--- config.mk ---
export PLATFORM = sky130hd
export DESIGN_NAME = cpu_clock_switch_control
export DESIGN_NICKNAME = d
export VERILOG_FILES = /design/src/rtl/clk_switch_pkg.sv /design/src/rtl/cpu_clk_if.sv /design/src/rtl/main_prescaler.sv /design/src/rtl/cpu_clock_switch_control.sv
export SDC_FILE = /design/constraint.sdc
export NUM_CORES = 1
export LEC_CHECK = 0
export BUFFER_PORTS_ARGS = -buffer_cell sky130_fd_sc_hd__buf_2
export CAP_MARGIN = 20
export CORE_MARGIN = 2
export CORE_UTILIZATION = 49
export CTS_BUF_LIST = sky130_fd_sc_hd__clkbuf_2
export DETAILED_ROUTE_END_ITERATION = 12
export PLACE_DENSITY = 0.78
export SLEW_MARGIN = 0
export SYNTH_ARGS = -nofsm -noshare
export SYNTH_HDL_FRONTEND = slang
export SYNTH_SLANG_ARGS = --single-unit
export TNS_END_PERCENT = 5
--- constraint.sdc ---
create_clock -name clk_i -period 1.9 [get_ports clk_i]
set_input_delay 0.38 -clock clk_i [delete_from_list [all_inputs] [get_ports clk_i]]
set_output_delay 0.38 -clock clk_i [all_outputs]
set_load 0.05 [all_outputs]
--- src/rtl/clk_switch_pkg.sv ---
// Constants, field layout and helper function for the CPU clock switch control
// Functional notes
// - Status bit 5 shows active clock source
// - Divider bits 0-2 set main instruction time
// - Stop bit 7 ignored while on main clock
// - Main oscillator stops after switch to subsystem
// - Subsystem instruction time fixed, divider ignored
// - Watchdog counting halts on subsystem clock
// - New setting takes effect after old instructions
// - Divider change latency one to sixteen instructions
// - Latency counted in old clock instructions
// - Main-to-subsystem latency bounded by frequency ratio
// - Reset release waits 2^17 oscillator periods
// - Execution starts at slowest main clock setting
// - Clearing stop bit on subsystem restarts oscillator
// - Reset loads control 04H, mode 00H
// - Oscillator stopped while reset is held
// - Mode bit picks oscillator or half rate
package clk_switch_pkg;

	// ****************************************************************
	// Clock rates and timing
	// ****************************************************************
	localparam int CLK_HZ           = 50_000_000;
	localparam int MAIN_OSC_HZ      = 5_000_000;
	localparam int OSC_CYCLES       = CLK_HZ / MAIN_OSC_HZ;
	localparam int STAB_OSC_PERIODS = 131072;
	localparam int STAB_W           = 18;
	localparam int PSC_W            = 5;
	localparam int OSC_W            = 4;

	localparam logic [OSC_W-1:0] OSC_LAST     = OSC_W'(OSC_CYCLES - 1);
	localparam logic [1:0]       SUB_CNT_LAST = 2'h3;

	// ****************************************************************
	// Register map and fields
	// ****************************************************************
	localparam int ADDR_W = 4;

	localparam logic [ADDR_W-1:0] CTRL_OFS = 4'h0;
	localparam logic [ADDR_W-1:0] MODE_OFS = 4'h4;

	localparam int DIV_LSB    = 0;
	localparam int DIV_MSB    = 2;
	localparam int SEL_BIT    = 4;
	localparam int STATUS_BIT = 5;
	localparam int FB_OFF_BIT = 6;
	localparam int STOP_BIT   = 7;
	localparam int BYPASS_BIT = 0;

	localparam logic [7:0] CTRL_RST    = 8'h04;
	localparam logic [7:0] MODE_RST    = 8'h00;
	localparam logic [2:0] DIV_SLOWEST = 3'h4;

	typedef enum logic [1:0] {ST_STAB, ST_RUN, ST_DRAIN, ST_ALIGN} sw_state_t;

	// Prescaler bits that must all be one at the last fxx tick of an instruction.
	// One instruction is two CPU clocks, so the period is 2^(div+1) fxx ticks, with div above 4 taken as 4.
	function automatic logic [PSC_W-1:0] instr_mask(input logic [2:0] div);
		logic [2:0] d;
		d = (div > DIV_SLOWEST) ? DIV_SLOWEST : div;
		case (d)
			3'h0:    instr_mask = 5'h01;
			3'h1:    instr_mask = 5'h03;
			3'h2:    instr_mask = 5'h07;
			3'h3:    instr_mask = 5'h0f;
			default: instr_mask = 5'h1f;
		endcase
	endfunction

endpackage

--- src/rtl/cpu_clk_if.sv ---
// Interface between the switch controller and the main clock prescaler
`timescale 1ns/100ps
interface cpu_clk_if;
	import clk_switch_pkg::*;

	logic             fxx_tick;
	logic [2:0]       div;
	logic [PSC_W-1:0] psc;
	logic             instr_tick;

	modport gen  (input fxx_tick, input div, output psc, output instr_tick);
	modport user (output fxx_tick, output div, input psc, input instr_tick);
endinterface

--- src/rtl/main_prescaler.sv ---
// Free-running main clock prescaler with instruction tick decode
`timescale 1ns/100ps
module main_prescaler
	import clk_switch_pkg::*;
(
	input  wire logic clk_i,
	input  wire logic rst_i,
	cpu_clk_if.gen    cpu
);

	logic [PSC_W-1:0] psc_q;
	logic [PSC_W-1:0] mask;

	// Never cleared on a divider change, so every setting stays aligned to
	// the same grid and a switch at a common boundary gives full periods
	always_ff @(posedge clk_i or posedge rst_i) begin
		if (rst_i) begin
			psc_q <= '0;
		end else if (cpu.fxx_tick) begin
			psc_q <= psc_q + 5'h01;
		end
	end

	assign mask           = instr_mask(cpu.div);
	assign cpu.psc        = psc_q;
	assign cpu.instr_tick = cpu.fxx_tick && ((psc_q & mask) == mask);

endmodule

--- src/rtl/cpu_clock_switch_control.sv ---
// CPU clock source and divider switch control with Avalon-MM register access
`timescale 1ns/100ps
module cpu_clock_switch_control
	import clk_switch_pkg::*;
#(
	parameter int STAB_PERIODS = STAB_OSC_PERIODS
) (
	input  wire logic              clk_i,
	input  wire logic              rst_i,
	input  wire logic [ADDR_W-1:0] avs_address_i,
	input  wire logic              avs_read_i,
	input  wire logic              avs_write_i,
	input  wire logic [31:0]       avs_writedata_i,
	input  wire logic [3:0]        avs_byteenable_i,
	output logic      [31:0]       avs_readdata_o,
	output logic                   avs_waitrequest_o,
	input  wire logic              sub_clk_i,
	output logic                   cpu_instr_tick_o,
	output logic                   cpu_run_o,
	output logic                   main_osc_run_o,
	output logic                   sub_fb_off_o,
	output logic                   wdt_count_en_o,
	output logic                   active_clock_status_o
);

	localparam logic [STAB_W-1:0] STAB_LAST = STAB_W'(STAB_PERIODS - 1);

	cpu_clk_if cpu ();

	// ****************************************************************
	// Registers
	// ****************************************************************
	logic              main_osc_stop_q;
	logic              fb_off_q;
	logic              clock_source_select_q;
	logic [2:0]        div_q;
	logic              prescaler_bypass_q;
	logic              cur_sel_q;
	logic [2:0]        cur_div_q;
	logic              tgt_sel_q;
	logic [2:0]        tgt_div_q;
	sw_state_t         state_q;
	sw_state_t         state_d;
	logic [STAB_W-1:0] stab_cnt_q;
	logic              osc_run_q;
	logic              osc_run_d;
	logic              run_q;
	logic [1:0]        sub_cnt_q;
	logic              tick_q;
	logic [OSC_W-1:0]  osc_cnt_q;
	logic              half_q;
	logic              sub_meta_q;
	logic              sub_sync_q;
	logic              sub_prev_q;
	logic              ack_q;
	logic [7:0]        rdata_q;

	// ****************************************************************
	// Clock enables
	// ****************************************************************
	logic osc_tick;
	logic fxx_tick;
	logic fxt_tick;
	logic sub_instr;
	logic main_instr;
	logic old_tick;

	// No oscillator edges while the oscillator is stopped
	assign osc_tick = osc_run_q && (osc_cnt_q == OSC_LAST);
	assign fxx_tick = osc_tick && (prescaler_bypass_q || half_q);
	assign fxt_tick = sub_sync_q && !sub_prev_q;

	always_ff @(posedge clk_i or posedge rst_i) begin
		if (rst_i) begin
			osc_cnt_q <= '0;
			half_q    <= 1'b0;
		end else if (osc_run_q) begin
			osc_cnt_q <= osc_tick ? '0 : osc_cnt_q + 4'h1;
			half_q    <= osc_tick ? !half_q : half_q;
		end
	end

	// Subsystem clock pin is asynchronous to clk_i
	always_ff @(posedge clk_i or posedge rst_i) begin
		if (rst_i) begin
			sub_meta_q <= 1'b0;
			sub_sync_q <= 1'b0;
			sub_prev_q <= 1'b0;
		end else begin
			sub_meta_q <= sub_clk_i;
			sub_sync_q <= sub_meta_q;
			sub_prev_q <= sub_sync_q;
		end
	end

	assign cpu.fxx_tick = fxx_tick;
	assign cpu.div      = cur_div_q;

	main_prescaler u_psc (
		.clk_i (clk_i),
		.rst_i (rst_i),
		.cpu   (cpu)
	);

	// Subsystem: CPU clock is fxt/2, instruction is four fxt periods
	assign sub_instr  = fxt_tick && (sub_cnt_q == SUB_CNT_LAST);
	assign main_instr = cpu.instr_tick;
	assign old_tick   = cur_sel_q ? sub_instr : main_instr;

	// ****************************************************************
	// Register bus
	// ****************************************************************
	logic       req;
	logic       acc;
	logic       hit_ctrl;
	logic       hit_mode;
	logic       wr_lane0;
	logic [7:0] ctrl_view;
	logic [7:0] rd_byte;

	// One wait state: the request is taken at the second edge
	assign req               = avs_read_i || avs_write_i;
	assign acc               = req && ack_q;
	assign avs_waitrequest_o = req && !ack_q;
	assign hit_ctrl          = (avs_address_i == CTRL_OFS);
	assign hit_mode          = (avs_address_i == MODE_OFS);
	assign wr_lane0          = avs_write_i && acc && avs_byteenable_i[0];

	// Bit 3 is fixed at zero; status bit reads the completed source
	assign ctrl_view = {main_osc_stop_q, fb_off_q, cur_sel_q, clock_source_select_q, 1'b0, div_q};

	always_comb begin
		if (hit_ctrl) begin
			rd_byte = ctrl_view;
		end else if (hit_mode) begin
			rd_byte = {7'h00, prescaler_bypass_q};
		end else begin
			rd_byte = 8'h00;
		end
	end

	always_ff @(posedge clk_i or posedge rst_i) begin
		if (rst_i) begin
			ack_q   <= 1'b0;
			rdata_q <= 8'h00;
		end else begin
			ack_q   <= req && !ack_q;
			rdata_q <= (req && !ack_q) ? rd_byte : rdata_q;
		end
	end

	assign avs_readdata_o = {24'h000000, rdata_q};

	always_ff @(posedge clk_i or posedge rst_i) begin
		if (rst_i) begin
			main_osc_stop_q       <= CTRL_RST[STOP_BIT];
			fb_off_q              <= CTRL_RST[FB_OFF_BIT];
			clock_source_select_q <= CTRL_RST[SEL_BIT];
			div_q                 <= CTRL_RST[DIV_MSB:DIV_LSB];
			prescaler_bypass_q    <= MODE_RST[BYPASS_BIT];
		end else if (wr_lane0 && hit_ctrl) begin
			main_osc_stop_q       <= avs_writedata_i[STOP_BIT];
			fb_off_q              <= avs_writedata_i[FB_OFF_BIT];
			clock_source_select_q <= avs_writedata_i[SEL_BIT];
			div_q                 <= avs_writedata_i[DIV_MSB:DIV_LSB];
		end else if (wr_lane0 && hit_mode) begin
			prescaler_bypass_q    <= avs_writedata_i[BYPASS_BIT];
		end
	end

	// ****************************************************************
	// Switchover sequencing
	// ****************************************************************
	logic             pending;
	logic [PSC_W-1:0] join_m;
	logic [PSC_W-1:0] new_m;
	logic             join_edge;
	logic             new_edge;
	logic             apply;

	assign pending   = (clock_source_select_q != cur_sel_q) || (div_q != cur_div_q);
	// Waiting for the coarser of both grids bounds the latency at 16 old instructions
	assign join_m    = instr_mask(cur_div_q) | instr_mask(tgt_div_q);
	assign new_m     = instr_mask(tgt_div_q);
	assign join_edge = fxx_tick && ((cpu.psc & join_m) == join_m);
	assign new_edge  = fxx_tick && ((cpu.psc & new_m) == new_m);

	// Switches only on a boundary of the old clock, then of the new one,
	// so neither source yields a shortened CPU period
	always_comb begin
		state_d = state_q;
		apply   = 1'b0;
		case (state_q)
			ST_STAB: begin
				if (osc_tick && (stab_cnt_q == STAB_LAST)) begin
					state_d = ST_RUN;
				end
			end
			ST_RUN: begin
				if (pending) begin
					state_d = ST_DRAIN;
				end
			end
			ST_DRAIN: begin
				if (cur_sel_q) begin
					if (sub_instr && tgt_sel_q) begin
						apply   = 1'b1;
						state_d = ST_RUN;
					end else if (sub_instr) begin
						state_d = ST_ALIGN;
					end
				end else if (tgt_sel_q) begin
					if (main_instr) begin
						state_d = ST_ALIGN;
					end
				end else if (join_edge) begin
					apply   = 1'b1;
					state_d = ST_RUN;
				end
			end
			default: begin
				if (tgt_sel_q ? fxt_tick : new_edge) begin
					apply   = 1'b1;
					state_d = ST_RUN;
				end
			end
		endcase
	end

	// A divider written together with a rising select is carried along but unused
	always_ff @(posedge clk_i or posedge rst_i) begin
		if (rst_i) begin
			tgt_sel_q <= CTRL_RST[SEL_BIT];
			tgt_div_q <= DIV_SLOWEST;
		end else if (state_q == ST_RUN && pending) begin
			tgt_sel_q <= clock_source_select_q;
			tgt_div_q <= div_q;
		end
	end

	always_ff @(posedge clk_i or posedge rst_i) begin
		if (rst_i) begin
			cur_sel_q <= CTRL_RST[SEL_BIT];
			cur_div_q <= DIV_SLOWEST;
		end else if (apply) begin
			cur_sel_q <= tgt_sel_q;
			cur_div_q <= tgt_div_q;
		end
	end

	always_ff @(posedge clk_i or posedge rst_i) begin
		if (rst_i) begin
			sub_cnt_q <= 2'h0;
		end else if (apply) begin
			sub_cnt_q <= 2'h0;
		end else if (fxt_tick) begin
			sub_cnt_q <= sub_cnt_q + 2'h1;
		end
	end

	always_ff @(posedge clk_i or posedge rst_i) begin
		if (rst_i) begin
			state_q    <= ST_STAB;
			stab_cnt_q <= '0;
			run_q      <= 1'b0;
		end else begin
			state_q    <= state_d;
			stab_cnt_q <= (state_q == ST_STAB && osc_tick) ? stab_cnt_q + 18'h00001 : stab_cnt_q;
			run_q      <= run_q || (state_d != ST_STAB);
		end
	end

	// ****************************************************************
	// Oscillator and CPU outputs
	// ****************************************************************
	// The stop bit only bites once the completed source is the subsystem clock
	always_comb begin
		if (state_q == ST_STAB) begin
			osc_run_d = 1'b1;
		end else begin
			osc_run_d = !(main_osc_stop_q && cur_sel_q);
		end
	end

	always_ff @(posedge clk_i or posedge rst_i) begin
		if (rst_i) begin
			osc_run_q <= 1'b0;
			tick_q    <= 1'b0;
		end else begin
			osc_run_q <= osc_run_d;
			tick_q    <= run_q && old_tick;
		end
	end

	// Stop-mode entry on the subsystem clock is software's duty; nothing here blocks it
	assign cpu_instr_tick_o      = tick_q;
	assign cpu_run_o             = run_q;
	assign main_osc_run_o        = osc_run_q;
	assign sub_fb_off_o          = fb_off_q;
	assign wdt_count_en_o        = run_q && !cur_sel_q;
	assign active_clock_status_o = cur_sel_q;

endmodule

### Word level (Yosys, flattened, before mapping)

Cells that the tools add are included.

* register bits after elaboration: 62
* logic and storage cells: 117

* add/subtract/negate cells: 4
* magnitude comparators: 2
* eq/ne operators: 17
* multiplexer cells: 28
* bitwise logic cells: 5
* reductions and logical operators: 38

Operator list (number)
* 5-bit one-hot mux with 4 select lines: 2
* 2-bit two-way mux: 11
* 1-bit logical AND: 20
* 18-bit by 1-bit adder with 18-bit output, second input constant: 1
* 18-bit by 17-bit equality test with 1-bit output, second input constant: 1
* 5-bit bitwise AND: 3
* 5-bit equality test: 3
* 3-bit by 2-bit equality test with 1-bit output, second input constant: 4
* 1-bit two-way mux: 9
* 8-bit two-way mux: 1
* 3-bit by 1-bit equality test with 1-bit output, second input constant: 2
* 3-bit > comparator, second input constant: 2
* 3-bit zero test: 2
* 3-bit two-way mux: 2
* 2-bit one-hot mux with 3 select lines: 1
* 5-bit by 1-bit adder with 5-bit output, second input constant: 1
* 1-bit zero test: 5
* 5-bit bitwise OR: 1
* 4-bit by 1-bit adder with 4-bit output, second input constant: 1
* 2-bit equality test, second input constant: 2
* 4-bit by 3-bit equality test with 1-bit output, second input constant: 1
* 4-bit equality test, second input constant: 1
* 4-bit zero test: 1
* 1-bit logical OR: 4
* 11 further kinds: 13

### Logic depth before layout (Yosys ltp)

Gate-level depths: netlist of the first run.

* depth in word-level cells: 14
* mapped depth: 7

### By module

A second synthesis of the first run with hierarchy kept.

* cell total of the unflattened synthesis: 274
* area, all modules: 3049.2 µm²

By module, submodules not included
* cpu_clock_switch_control: instances 1, cells each 252, area an instance 2797.7 µm²
* main_prescaler: instances 1, cells each 22, area an instance 251.5 µm²

### Worst setup path before layout of the first run

OpenSTA, ideal clock, no wires.

* path type: flip-flop to flip-flop
* from: register osc_run_q (netlist: main_osc_run_o)
* to: register stab_cnt_q[16]
* library setup time: 0.123 ns
* data arrival time: 1.898 ns
* required time: 1.777 ns
* setup slack: -0.120 ns
* stages on the path, launching flop included: 7
* clock period less this slack: 2.020 ns
* cell sequence: dfrtp_1 buf_4 nand4b_4 nor4b_4 and4_4 nand4_2 xnor2_1

* longest elaborated chain between the ends: 2

RTL lines
* from (decl): line cpu_clock_switch_control.sv:45 `logic osc_run_q;`
* from (signal assigned): line cpu_clock_switch_control.sv:290 `osc_run_q <= osc_run_d;`
* 1-bit logical AND: line cpu_clock_switch_control.sv:69 `assign osc_tick = osc_run_q && (osc_cnt_q == OSC_LAST);`
* 1-bit logical AND: line cpu_clock_switch_control.sv:268 `stab_cnt_q <= (state_q == ST_STAB && osc_tick) ? stab_cnt_q + 18'h00001 : stab_cnt_q;`
* to (signal assigned): line cpu_clock_switch_control.sv:268
* to (decl): line cpu_clock_switch_control.sv:44 `logic [STAB_W-1:0] stab_cnt_q;`

Every way passes these cells.
A chain may end at the register's enable or synchronous reset.

### Worst setup path after layout of the first run

* from: register osc_cnt_q[1]
* to: register run_q (netlist: cpu_run_o)

* longest elaborated chain between the ends: 10
* elaborated cells on any way between the ends: 17
* those cells by class: eq/ne (1); mux (8); reduce/logical (8)

RTL lines
* from (decl): line cpu_clock_switch_control.sv:50 `logic [OSC_W-1:0] osc_cnt_q;`
* from (signal assigned): line cpu_clock_switch_control.sv:78 `osc_cnt_q <= osc_tick ? '0 : osc_cnt_q + 4'h1;`
* 4-bit equality test (*): line cpu_clock_switch_control.sv:69
* 1-bit logical AND (*): line cpu_clock_switch_control.sv:69
* 1-bit logical AND: line cpu_clock_switch_control.sv:70 `assign fxx_tick = osc_tick && (prescaler_bypass_q || half_q);`
* 1-bit logical AND, on equally long branches: line cpu_clock_switch_control.sv:185, main_prescaler.sv:26
* 2-bit two-way mux, on equally long branches: line cpu_clock_switch_control.sv:216, cpu_clock_switch_control.sv:213
* 2-bit two-way mux: line cpu_clock_switch_control.sv:212 `end else if (tgt_sel_q) begin`
* 2-bit two-way mux: line cpu_clock_switch_control.sv:205 `if (cur_sel_q) begin`
* 2-bit one-hot mux with 3 select lines (*): line cpu_clock_switch_control.sv:193 `case (state_q)`
* 2-bit nonzero test (*): line cpu_clock_switch_control.sv:269 `run_q <= run_q || (state_d != ST_STAB);`
* 1-bit logical OR (*): line cpu_clock_switch_control.sv:269
* to (signal assigned): line cpu_clock_switch_control.sv:269
* to (decl): line cpu_clock_switch_control.sv:47 `logic run_q;`

Every way passes the cells marked *; elsewhere a longest branch is shown, timed or not.

==> results list, run 1 <==
* CP arrival: 2270 ps
* Root buffer selected by CTS: clkbuf_2
* Most crowded layer after global routing: met2
- H-tree levels: 3
- Rel. slew slack: 0.652
- In the final design database the tool counted 404 nets.
- TritonCTS built the clock tree.
- Sink count of the clock tree: 61
* Xor-xnor portion of the synthesized cell area: 0.0749
- The total overflow left after global routing is 0.
- Distinct cell type count of the synthesized netlist: between 50 and 60
* Setup violations, final: 1
* Met2 usage in global routing: 0.297
- After floorplanning, the core was sized to cover between 6000 and 7000 um2.
- Number of placed I/O pins: 84
* Post-synthesis to final-layout area growth: 16.8%
- After clock tree synthesis, the clock-pin slew on the worst setup and hold paths is around 190 ps.
* Final instance area: roughly 3700 um2
* Met1 Use GR: 0.231
* Launching point of the worst reg2reg path: osc_cnt_q[1]$_DFFE_PP0P_
- Reg power frac: 0.550
* Drt wl/cell: between 10 and 15 um
* Critical Path Slowest Stage Cell: dfrtp_1
- Most common flop cell mapped by yosys: dfrtp_1
* Share of cell area taken by muxes after synthesis: 0.0456
* Worst vdd rail ir drop: 573 uV
* Post-synthesis sequential element count: between 60 and 70
* CTS Buf Count: 9
- For this run, the detailed router's first-pass iteration total came to 4.
- In this run the register-to-register setup slack is -5 ps.
* Critical path class: flip-flop to flip-flop
* Critical path endpoint category: flip-flop
* Summed instance area of the synthesized netlist: 3160 um2
- Of the total synthesized cell area, the portion taken by AND, OR, NAND and NOR gates is 0.164.
- Of the total synthesized cell area, the portion taken by full adders, half adders and majority gates is 0.0198.
* Switching share of power: 0.309
* DR vias/cell: 5.26
* IO Port Bufs: 29
* Final Hold Violating Endpoints: 0
- Area of the die: 7100 um2
* Status: finished, violations left
- Post-Syn Instances: 292
- Clock Skews: 28.4 ps
- The first global-routing pass estimated 10.3 mm of wire.
- Number of warning messages in the yosys log: 0
- The startpoint identified for the worst hold timing path is avs_writedata_i[2].
- In the final layout, the share of cells above drive strength 1 is 0.295.
- Initial Utilization: 0.503
- Maximum Capacitance Violations: 0
- Min Clock Period, post-route: between 1500 and 2000 ps
- Worst Path Required: 2270 ps
- Violated checks: negative setup slack
- Setup repair after global routing could not meet its margin everywhere.
* Crit. Startpoint: osc_cnt_q[1]$_DFFE_PP0P_
- Leak: about 1.8 nW
- Kind of start point of the critical path: flip-flop
- Sequence of cells on the critical path: inv_2, ha_4, nand4b_4, buf_4, nor2_2, a21oi_1, a2111oi_4, nand4_1
* Transition time at the pin with the least slew margin: a little over 500 ps
- Psw: approximately 0.8 mW
- The number of global-route vias before repair was 2,215.
- For this run, asynchronously set or reset flops after synthesis account for 1.00.
- Half-perimeter wire length after placement: 4.40 mm
- The largest single stage delay on the critical path is approximately 420 ps.
- Portion of the post-synthesis area used by sequential elements: 0.485
* Number of antenna cells inserted: 0
* Number of antenna violations at the first check in global routing: 0
- Chip Width: 84.3 um
- Across every metal layer, demand over resource in global routing totals 0.180.
- Along the worst path, the maximum fanout reaches 7.
- Non-filler cells in the finished layout: 436
- Top achievable clock speed: around 0.52 GHz
- The final layout contains routed wiring with a total length of around 6.2 mm.
* First DRT Iteration DRCs: 150
- The final number of max-transition violations came to 0.
- The clock reaches the later pin of the worst-skew pair after roughly 480 ps.
- Routability cong.: about 0.86
- Of the total power, the clock network draws 0.309.
* Largest net degree at the start of global routing: 30
* Number of remaining DRC errors: 0
* Met3 capacity usage during global routing: 0.0492
- Internal Dissipation: 1.78 mW
* Worst setup slack after placement: -14.6 ps
- After synthesis, the largest family of logic cells by area is simple AND/OR/NAND/NOR gates.
* Power Dens Cells: approximately 700 nW/um2
- The floorplan has 29 rows.
- Number of flops mapped to enable cells by yosys: 0
* Hold/Removal Path Class: input pin to flip-flop
* Share of total power in combinational logic: 0.141
- Worst-case setup margin in the final layout: -5.24 ps
- The compound-gate portion of the synthesized area is 0.126.
- Summing over every cut layer, the via total after detailed routing is 2,292.
- Mean cell area of the mapped netlist: 10.8 um2
- In the finished design, the share of the clock period the worst path needs comes to 1.00.
- After detailed placement, the total cell area comes to 3460 um2.
* Die span in y: 84.3 um
* Number of placed instances with taps included: 414
- Post-route antenna net violation count: 0
- The clock passes through at most 2 buffers.
worst paths after layout:
check,endpoint,cells after the start
max in group asynchronous,cpu.div[2]$_DFFE_PP1P_,4
max,cpu_run_o$_DFF_PP0_,8
min in group asynchronous,rdata_q[2]$_DFFE_PP0P_,3
min,div_q[2]$_DFFE_PP1P_,2
min reg2reg,sub_sync_q$_DFF_PP0_,0
max reg2reg,cpu_run_o$_DFF_PP0_,8
routing by layer:
| metal | vias to the layer above | wire length [um] |
|---|---|---|
| met5 | - | 0 |
| met4 | 0 | 119 |
| met3 | 17 | 240 |
| met2 | 52 | 3180 |
| met1 | 1115 | 2680 |
| li1 | 1108 | - |
layout make-up:
| class | count | area (um2) |
|---|---|---|
| Clock buffer | 10 | 50.0 |
| Tap cell | 77 | 96.3 |
| Fill cell | 520 | 2590 |
| Inverter | 12 | 45.0 |
| Timing Repair Buffer | 59 | 397 |
| Multi-Input combinational cell | 211 | 1510 |
| Clock inverter | 6 | 63.8 |
| Sequential cell | 61 | 1530 |
worst max-delay path, delay by kind of cell, from the launching register on:
| kind | cells | cell delay (ps) |
|---|---|---|
| DFF | 1 | 420 |
| adders and majority gates | 1 | 150 |
| and+or+nand+nor | 3 | 450 |
| buffers and inverters | 2 | 280 |
| AOI/OAI and AO/OA | 2 | 490 |
metrics by stage:
| stage | TNS, ps | util | hold WS (ps) | power [mW] |
|---|---|---|---|---|
| global placement | 0 | 0.551 | 341 | 1.77 |
| finish | -5.24 | 0.588 | 120 | 2.57 |
| global route | -418 | 0.588 | 70.7 | 2.68 |
| floorplan | -441 | - | 331 | 1.74 |
| detailed placement | -14.6 | 0.551 | 339 | 1.78 |
| CTS | -19.6 | 0.575 | 80.8 | 2.59 |
sequential cells by signal, summed over array words and instances, names as in the netlist, 2 cells and up:
name	flops
div_q	3
state_q	2
tgt_div_q	3
stab_cnt_q	18
rdata_q	7
sub_cnt_q	2
cpu.div	3
osc_cnt_q	4
u_psc.cpu.psc	5
Yosys cell counts (2+ instances only):
library cell	instances	share of area
a2111oi_0	2	0.0055
a21o_1	4	0.0095
a21oi_1	6	0.0095
a221oi_1	2	0.0055
a22o_1	7	0.019
a311oi_1	2	0.0055
and2_1	5	0.0099
and3_1	2	0.0040
and4_1	2	0.0055
buf_2	3	0.0048
buf_4	26	0.062
clkbuf_1	3	0.0036
dfrtp_1	58	0.46
dfstp_2	3	0.025
ha_1	5	0.020
inv_1	12	0.014
mux2_2	11	0.039
mux2i_1	2	0.0063
nand2_1	26	0.031
nand2b_1	3	0.0059
nand3_1	10	0.016
nand4_1	8	0.016
nor2_1	13	0.015
nor2b_1	2	0.0040
nor3_1	5	0.0079
o211ai_1	5	0.012
o21ai_0	12	0.019
xnor2_1	17	0.047
xor2_1	10	0.028
placed cells by master, fill, tap and decap left out, types with 8 or more instances in the layout:
cell	n
dfrtp_1	58
buf_2	27
buf_4	27
nand2_1	26
conb_1	25
xnor2_1	16
nor2_1	13
o21ai_0	12
mux2_2	11
nand3_1	10
xor2_1	10
clkbuf_2	10
inv_1	9
nand4_1	8
cells by family after synthesis:
kind of cell               count (synthesis)
and+or+nand+nor                           89
DFF                                       61
AOI/OAI and AO/OA                         52
other                                      1
xor gates and xnor gates                  27
adders and majority gates                  5
buffers and inverters                     44
muxes                                     13
power by group through the flow:
stage          logic, mW  registers [mW]  clock network (mW)
6_report           0.363            1.41               0.793
5_1_grt            0.395            1.42               0.859
4_1_cts            0.360            1.41               0.816
3_5_place_dp       0.345            1.44                   0
3_3_place_gp       0.337            1.43                   0
2_1_floorplan      0.295            1.44                   0
timing repair:
action	CTS	global route
gates resized for setup	5	11
endpoints found under the hold margin	21	0
endpoints found under the setup margin	8	22
buffers inserted	0	4
pin swaps	2	3
hold buffers	2	0
(Power assumes the default switching activity.)
==> run 2: changes to the inputs <==
--- a/config.mk
+++ b/config.mk
@@ -9,7 +9,7 @@
 export CAP_MARGIN = 20
 export CORE_MARGIN = 2
 export CORE_UTILIZATION = 49
-export CTS_BUF_LIST = sky130_fd_sc_hd__clkbuf_2
+export CTS_BUF_LIST = sky130_fd_sc_hd__clkbuf_4 sky130_fd_sc_hd__clkbuf_8
 export DETAILED_ROUTE_END_ITERATION = 12
 export PLACE_DENSITY = 0.78
 export SLEW_MARGIN = 0
==> constraint.sdc (replaced) <==
create_clock -name clk_i -period 1.9 [get_ports clk_i]
set_input_delay 0.38 -clock clk_i [delete_from_list [all_inputs] [get_ports clk_i]]
set_output_delay 0.38 -clock clk_i [all_outputs]
set_load 0.1 [all_outputs]
==> results list, run 2 (synthesis results as in run 1) <==
- Worst-Skew Late Latency: 340 ps
* Layout Nets: 401
- Final Hold Violating Endpoints: 0
* Launching point of the worst reg2reg path: div_q[2]$_DFFE_PP1P_
* Status: finished, final reports clean
- The die covers 7100 um2.
- Counting flops per register, the top entry is stab_cnt_q.
- Largest buffer count on any clock path: 2
* Root buffer selected by CTS: clkbuf_8
- In this run the power density over the cells is around 840 nW/um2.
* Min Clock Period, post-route: 1840 ps
- STA puts the critical path data required time at between 2000 and 2500 ps.
- The count of cells in the finished layout, fillers not included, comes to 433.
- CTS Buf Count: 9
- CP arrival: just over 2000 ps
- The final number of max-transition violations is 0.
- DR vias/cell: 5.34
* Final period utilization: 0.969
- Worst vdd rail ir drop: about 550 uV
* Initial Utilization: 0.503
- Hold buffers post-CTS: 0
- Half-perimeter wire length after placement: 4.53 mm
* Most used cells in the layout excluding fill and tap cells: 55 x dfrtp_1, 27 x buf_2, 26 x nand2_1
* Reg power frac: 0.443
- TritonCTS built the clock tree.
- Number of placed I/O pins: 84
- Relative to the synthesized area, the layout overhead comes to 20.3%.
* Worst reg2reg setup slack: about 58 ps
- The tightest min-delay check is of the input pin to asynchronous set/reset pin type.
- Die span in y: 84.3 um
- Across the run, the number of max-cap violations was 0.
- First DRT Iteration DRCs: 65
* Leak: 1.84 nW
- Rel. slew slack: 0.632
- Chip Width: 84.3 um
- Global routing finished with a remaining overflow of 0.
* Clock Pin Slew Worst Setup and Hold Paths: 70 ps
- The congestion estimate from routability-driven global placement came to 0.835.
- The clock arrives with between 5 and 6 ps of skew.
* Post-route antenna net violation count: 0
- The first global-routing pass estimated approximately 11 mm of wire.
- Leaving out fill and tap cells, the most frequent cell in the layout is dfrtp_1.
- The share of total power dissipated in combinational logic is 0.159.
* Number of flip-flops in the largest register: 18
- After detailed placement, the design holds a cell count of 414.
- CORE AREA: 6280 um2
* Vias in the first global route: approximately 2,200
- Of the total power, the clock network draws 0.398.
- Counting cells, the worst reg-to-reg path comes to 5.
- IO Port Bufs: 29
* Psw: 0.968 mW
- Setup violations remaining at the end of the flow were counted as 0.
- The repair_antennas step left the layout with diodes totalling 0.
- The number of antenna violations at the first check in global routing is 0.
- Entering global routing, the biggest net connects 25 pins.
* Share of final-layout standard cells stronger than drive strength 1: 0.317
- H-tree levels: 3
* Detailed-route wire length: approximately 6.5 mm
- The worst setup path is launched from a flip-flop.
- Internal Dissipation: between 2 and 2.5 mW
* Routed vias: 2,312
- Gr usage total: 0.187
- The first detailed-routing pass took 4 iterations.
- Of all nets on the critical path, the largest fanout is 5.
- Top achievable clock speed: ~0.54 GHz
- Number of remaining DRC errors: 0
* Sink count of the clock tree: 61
- Transition time at the pin with the least slew margin: 551 ps
- The worst setup path is captured at a flip-flop.
- Switching share of power: 0.303
- The worst register-to-register path ends at tgt_sel_q$_DFFE_PP0P_.
- Dividing the detail-routed wire length by the instance count gives between 15 and 20 um.
- Setup repair after global routing could not meet its margin everywhere.
- The critical path is of the flip-flop to flip-flop type.
- Power consumption: 3.20 mW
* Number of fillers in the final layout: 490
* Num rows: 29
run 2: cell type report:
type / count / area, um2 / share of cell area
Clock buffer: 10 / 131 / 0.0346
Tap cell: 77 / 96.3 / 0.0254
Sequential cell: 61 / 1530 / 0.404
Clock inverter: 6 / 86.3 / 0.0227
Timing Repair Buffer: 56 / 382 / 0.100
Multi-Input combinational cell: 211 / 1520 / 0.400
Inverter: 12 / 48.8 / 0.0129
run 2: repair_timing:
| item | CTS | global route |
|---|---|---|
| pin swaps | 0 | 6 |
| setup endpoints to repair | 3 | 16 |
| gates resized for setup | 3 | 17 |
| gates cloned | 0 | 0 |
| buffers inserted | 0 | 3 |
run 2: worst max-delay path by stage:
| stage | startpoint | end | slack [ps] | cells past startpoint |
|---|---|---|---|---|
| 2_1_floorplan | main_osc_run_o$_DFF_PP0_ | stab_cnt_q[16]$_DFFE_PP0P_ | -150 | 6 |
| 3_3_place_gp | osc_cnt_q[1]$_DFFE_PP0P_ | cpu.div[1]$_DFFE_PP0P_ | 8 | 8 |
| 3_5_place_dp | osc_cnt_q[1]$_DFFE_PP0P_ | cpu.div[0]$_DFFE_PP0P_ | -7 | 8 |
| 4_1_cts | sub_cnt_q[0]$_DFFE_PP0P_ | cpu.div[1]$_DFFE_PP0P_ | -4 | 6 |
| 5_1_grt | sub_cnt_q[0]$_DFFE_PP0P_ | cpu.div[0]$_DFFE_PP0P_ | -40 | 6 |
| 6_report | div_q[2]$_DFFE_PP1P_ | tgt_sel_q$_DFFE_PP0P_ | 60 | 5 |
run 2: worst max-delay path, stage by stage, from the launching register on:
cell and delay [ps]:
dfstp_2 560, xor2_1 150, nor4_1 70, buf_4 140, nor3b_2 410, mux2_2 390
run 2: through the flow:
| stage | hold slack, ps | setup slack [ps] | cell area, um2 | TNS, ps | util |
|---|---|---|---|---|---|
| final | 81.6 | 58.0 | 3800 | 0 | 0.605 |
| after global routing | 108 | -39.1 | 3800 | -72.9 | 0.605 |
| after CTS | 88.0 | -4.32 | 3710 | -4.32 | 0.592 |
| after detailed placement | 341 | -6.87 | 3490 | -6.87 | 0.556 |
| after global placement | 338 | 8.23 | 3490 | 0 | 0.556 |
| after floorplan | 331 | -148 | 3260 | -1530 | - |
run 2: power by group through the flow:
stage / logic [mW] / registers [mW] / clock network (mW)
2_1_floorplan: 0.413 / 1.46 / 0
3_3_place_gp: 0.495 / 1.43 / 0
5_1_grt: 0.543 / 1.42 / 1.37
6_report: 0.508 / 1.42 / 1.27
3_5_place_dp: 0.507 / 1.44 / 0
4_1_cts: 0.509 / 1.41 / 1.30
run 2: layer usage:
metal,routed length [um],track usage
met2,3390,0.310
met5,0,0
met1,2790,0.233
met3,222,0.0570
met4,133,0.0660
==> run 3: changes to the inputs <==
--- a/config.mk
+++ b/config.mk
@@ -5,7 +5,7 @@
 export SDC_FILE = /design/constraint.sdc
 export NUM_CORES = 1
 export LEC_CHECK = 0
-export BUFFER_PORTS_ARGS = -buffer_cell sky130_fd_sc_hd__buf_2
+export BUFFER_PORTS_ARGS = -buffer_cell sky130_fd_sc_hd__buf_4
 export CAP_MARGIN = 20
 export CORE_MARGIN = 2
 export CORE_UTILIZATION = 49
==> results list, run 3 (synthesis results as in run 1) <==
- After clock tree synthesis, the clock-pin slew on the worst setup and hold paths is 70 ps.
* Power consumption: 3.20 mW
* Hold/Removal Path Class: input pin to asynchronous set/reset pin
* Critical path endpoint category: output port
- Num rows: 29
* Number of antenna cells inserted: 0
- Detailed routing inserted a total of 2,236 vias.
* Power Dens Cells: 841 nW/um2
- Detailed routing placed a total of 3.04 mm of wire on met2.
- Number of placed I/O pins: 84
- DR vias/cell: 5.20
- In the final layout, the share of cells above drive strength 1 is 0.297.
* Worst-case setup margin in the final layout: 76.0 ps
- The count of final hold-check violations was 0.
* Post-route antenna net violation count: 0
* Largest register by flop count: stab_cnt_q
- Counting the buffers created by CTS gives 9.
- Worst reg2reg setup slack: 80 ps
* Detailed-route wire length: 6.01 mm
* Most used cells in the layout excluding fill and tap cells: 56 x dfrtp_1, 51 x buf_4, 26 x nand2_1
* Critical Path Slowest Stage Cell: or2_2
* Number of placed instances with taps included: 414
- Post-CTS setup repair buffer count: 0
* CTS tree: built
- Headroom to the max-slew limit came out at 0.560.
- Combined flip-flop and latch cell area: 1530 um2
- Setup repair after global routing could not meet its margin everywhere.
* Setup violations, final: 0
- In the final timing run, aggregate negative setup slack is 0 ps.
* IO Port Bufs: 29
- The library cell used most frequently in the layout, excluding fill and tap cells, is dfrtp_1.
* H-tree levels: 3
- Met1 layer wirelength in the final routing: roughly 2.6 mm
- Dividing the detail-routed wire length by the instance count gives roughly 14 um.
- Post-synthesis to final-layout area growth: 20.7%
- Routability cong.: 0.871
- The region available for standard cell placement spans 6280 um2.
- Chip Width: 84.3 um
- Sink count of the clock tree: 61
* Leak: ~1.8 nW
* Worst setup slack after placement: -151 ps
* Met3 WL post-DR: 274 um
- Number of antenna violations at the first check in global routing: 0
- Clock Skews: 10.7 ps
- Entering global routing, the biggest net connects 62 pins.
- The clock passes through at most 2 buffers.
- Critical path class: flip-flop to output port
* Root buffer selected by CTS: clkbuf_8
* Half-perimeter wire length after placement: 4.32 mm
- Wire length of the first global-routing pass: 10.2 mm
- Cell family with the largest share of critical-path delay: simple AND/OR/NAND/NOR gates
* Multi-input combinational cell area: around 1500 um2
- The floorplan step defined a die boundary enclosing 7100 um2.
* Number of flip-flops in the largest register: 18
- On the final layout, the worst hold slack is 94.8 ps.
* Final instance area: between 3000 and 4000 um2
- The flow ran to the end, and the final reports show no timing, DRC or antenna violations.
- Transition time at the pin with the least slew margin: 653 ps
- Layout Nets: 398
- Sequence of cells on the critical path: or2_2, clkinvlp_4, buf_8
- In this run the worst path has a maximum fanout of 8.
* Kind of start point of the critical path: flip-flop
- Counting cells, the worst reg-to-reg path comes to 6.
- Once placement finished, the instance area stood at 3550 um2.
* Die span in y: around 84 um
* Worst path depth: 3
* Final slew viol count: 0
* Core Util, Final: 0.607
- Initial Utilization: 0.503
* Worst vdd rail ir drop: roughly 700 uV
- Vias in the first global route: 2,142
- Timing would allow up to 0.548 GHz.
- Delay of the slowest critical-path stage: 400 ps
- Final period utilization: 0.960
* Detailed-router iteration count before antenna repair: 4
* First DRT Iteration DRCs: 75
- For the worst setup path, the data required time is 1520 ps.
- For the finished layout, the period the worst path requires is 1820 ps.
- Gr usage total: 0.184
- Fill cells in the final layout number about 500.
* Final global-route overflow total: 0
- Uppermost layer routed: met4
- Number of remaining DRC errors: 0
- CP arrival: 1440 ps
* Buffers & Inverters on Critical Path: 2
- After the flow finishes, the layout carries non-filler instances totaling between 400 and 500.
- Clock latency on the worst-skew pair, taken at its later pin, is 340 ps.
- Max-cap violations in this run came to 0.
- For this design, the CTS-stage hold fixing added 0 buffers.
[run 3: cell count changes in the layout (fill, tap and decap cells not counted), sizes merged]
cell and delta:
clkinv +1, clkinvlp -1, buf -2, inv -1
[run 3: repair_timing]
item                                    CTS  global route
hold endpoints to repair                  0             0
resized for setup                         4             7
pin swaps                                 0             4
endpoints found under the setup margin    7            24
[run 3: cell type report]
cell class,count,share of cell area
Sequential cell,61,0.402
Multi-Input combinational cell,211,0.392
Timing Repair Buffer,53,0.110
Clock buffer,11,0.0381
Tap cell,77,0.0253
Clock inverter,5,0.0197
Inverter,12,0.0128
[run 3: final timing paths]
kind | from | to
max in group asynchronous | rst_i | div_q[2]$_DFFE_PP1P_
hold / removal | rst_i | rdata_q[4]$_DFFE_PP0P_
setup / recovery | ack_q$_DFF_PP0_ | avs_waitrequest_o
min in group clk_i | sub_clk_i | sub_meta_q$_DFF_PP0_
setup reg to reg | osc_cnt_q[1]$_DFFE_PP0P_ | stab_cnt_q[1]$_DFFE_PP0P_
hold reg to reg | sub_meta_q$_DFF_PP0_ | sub_sync_q$_DFF_PP0_
[run 3: worst min-delay path, stage by stage]
cell and delay (ps):
buf_4 110, inv_2 60, buf_12 290
[run 3: report_power, final]
group	switching [mW]	internal (mW)
Clock	0.489	0.782
Sequential	0.0529	1.36
Combinational	0.393	0.123
[run 3: per-layer routing]
metal,track usage,vias to the layer above
met1,0.224,1080
met2,0.307,44
li1,-,1097
met3,0.0649,15
met4,0.0601,0
met5,0,-
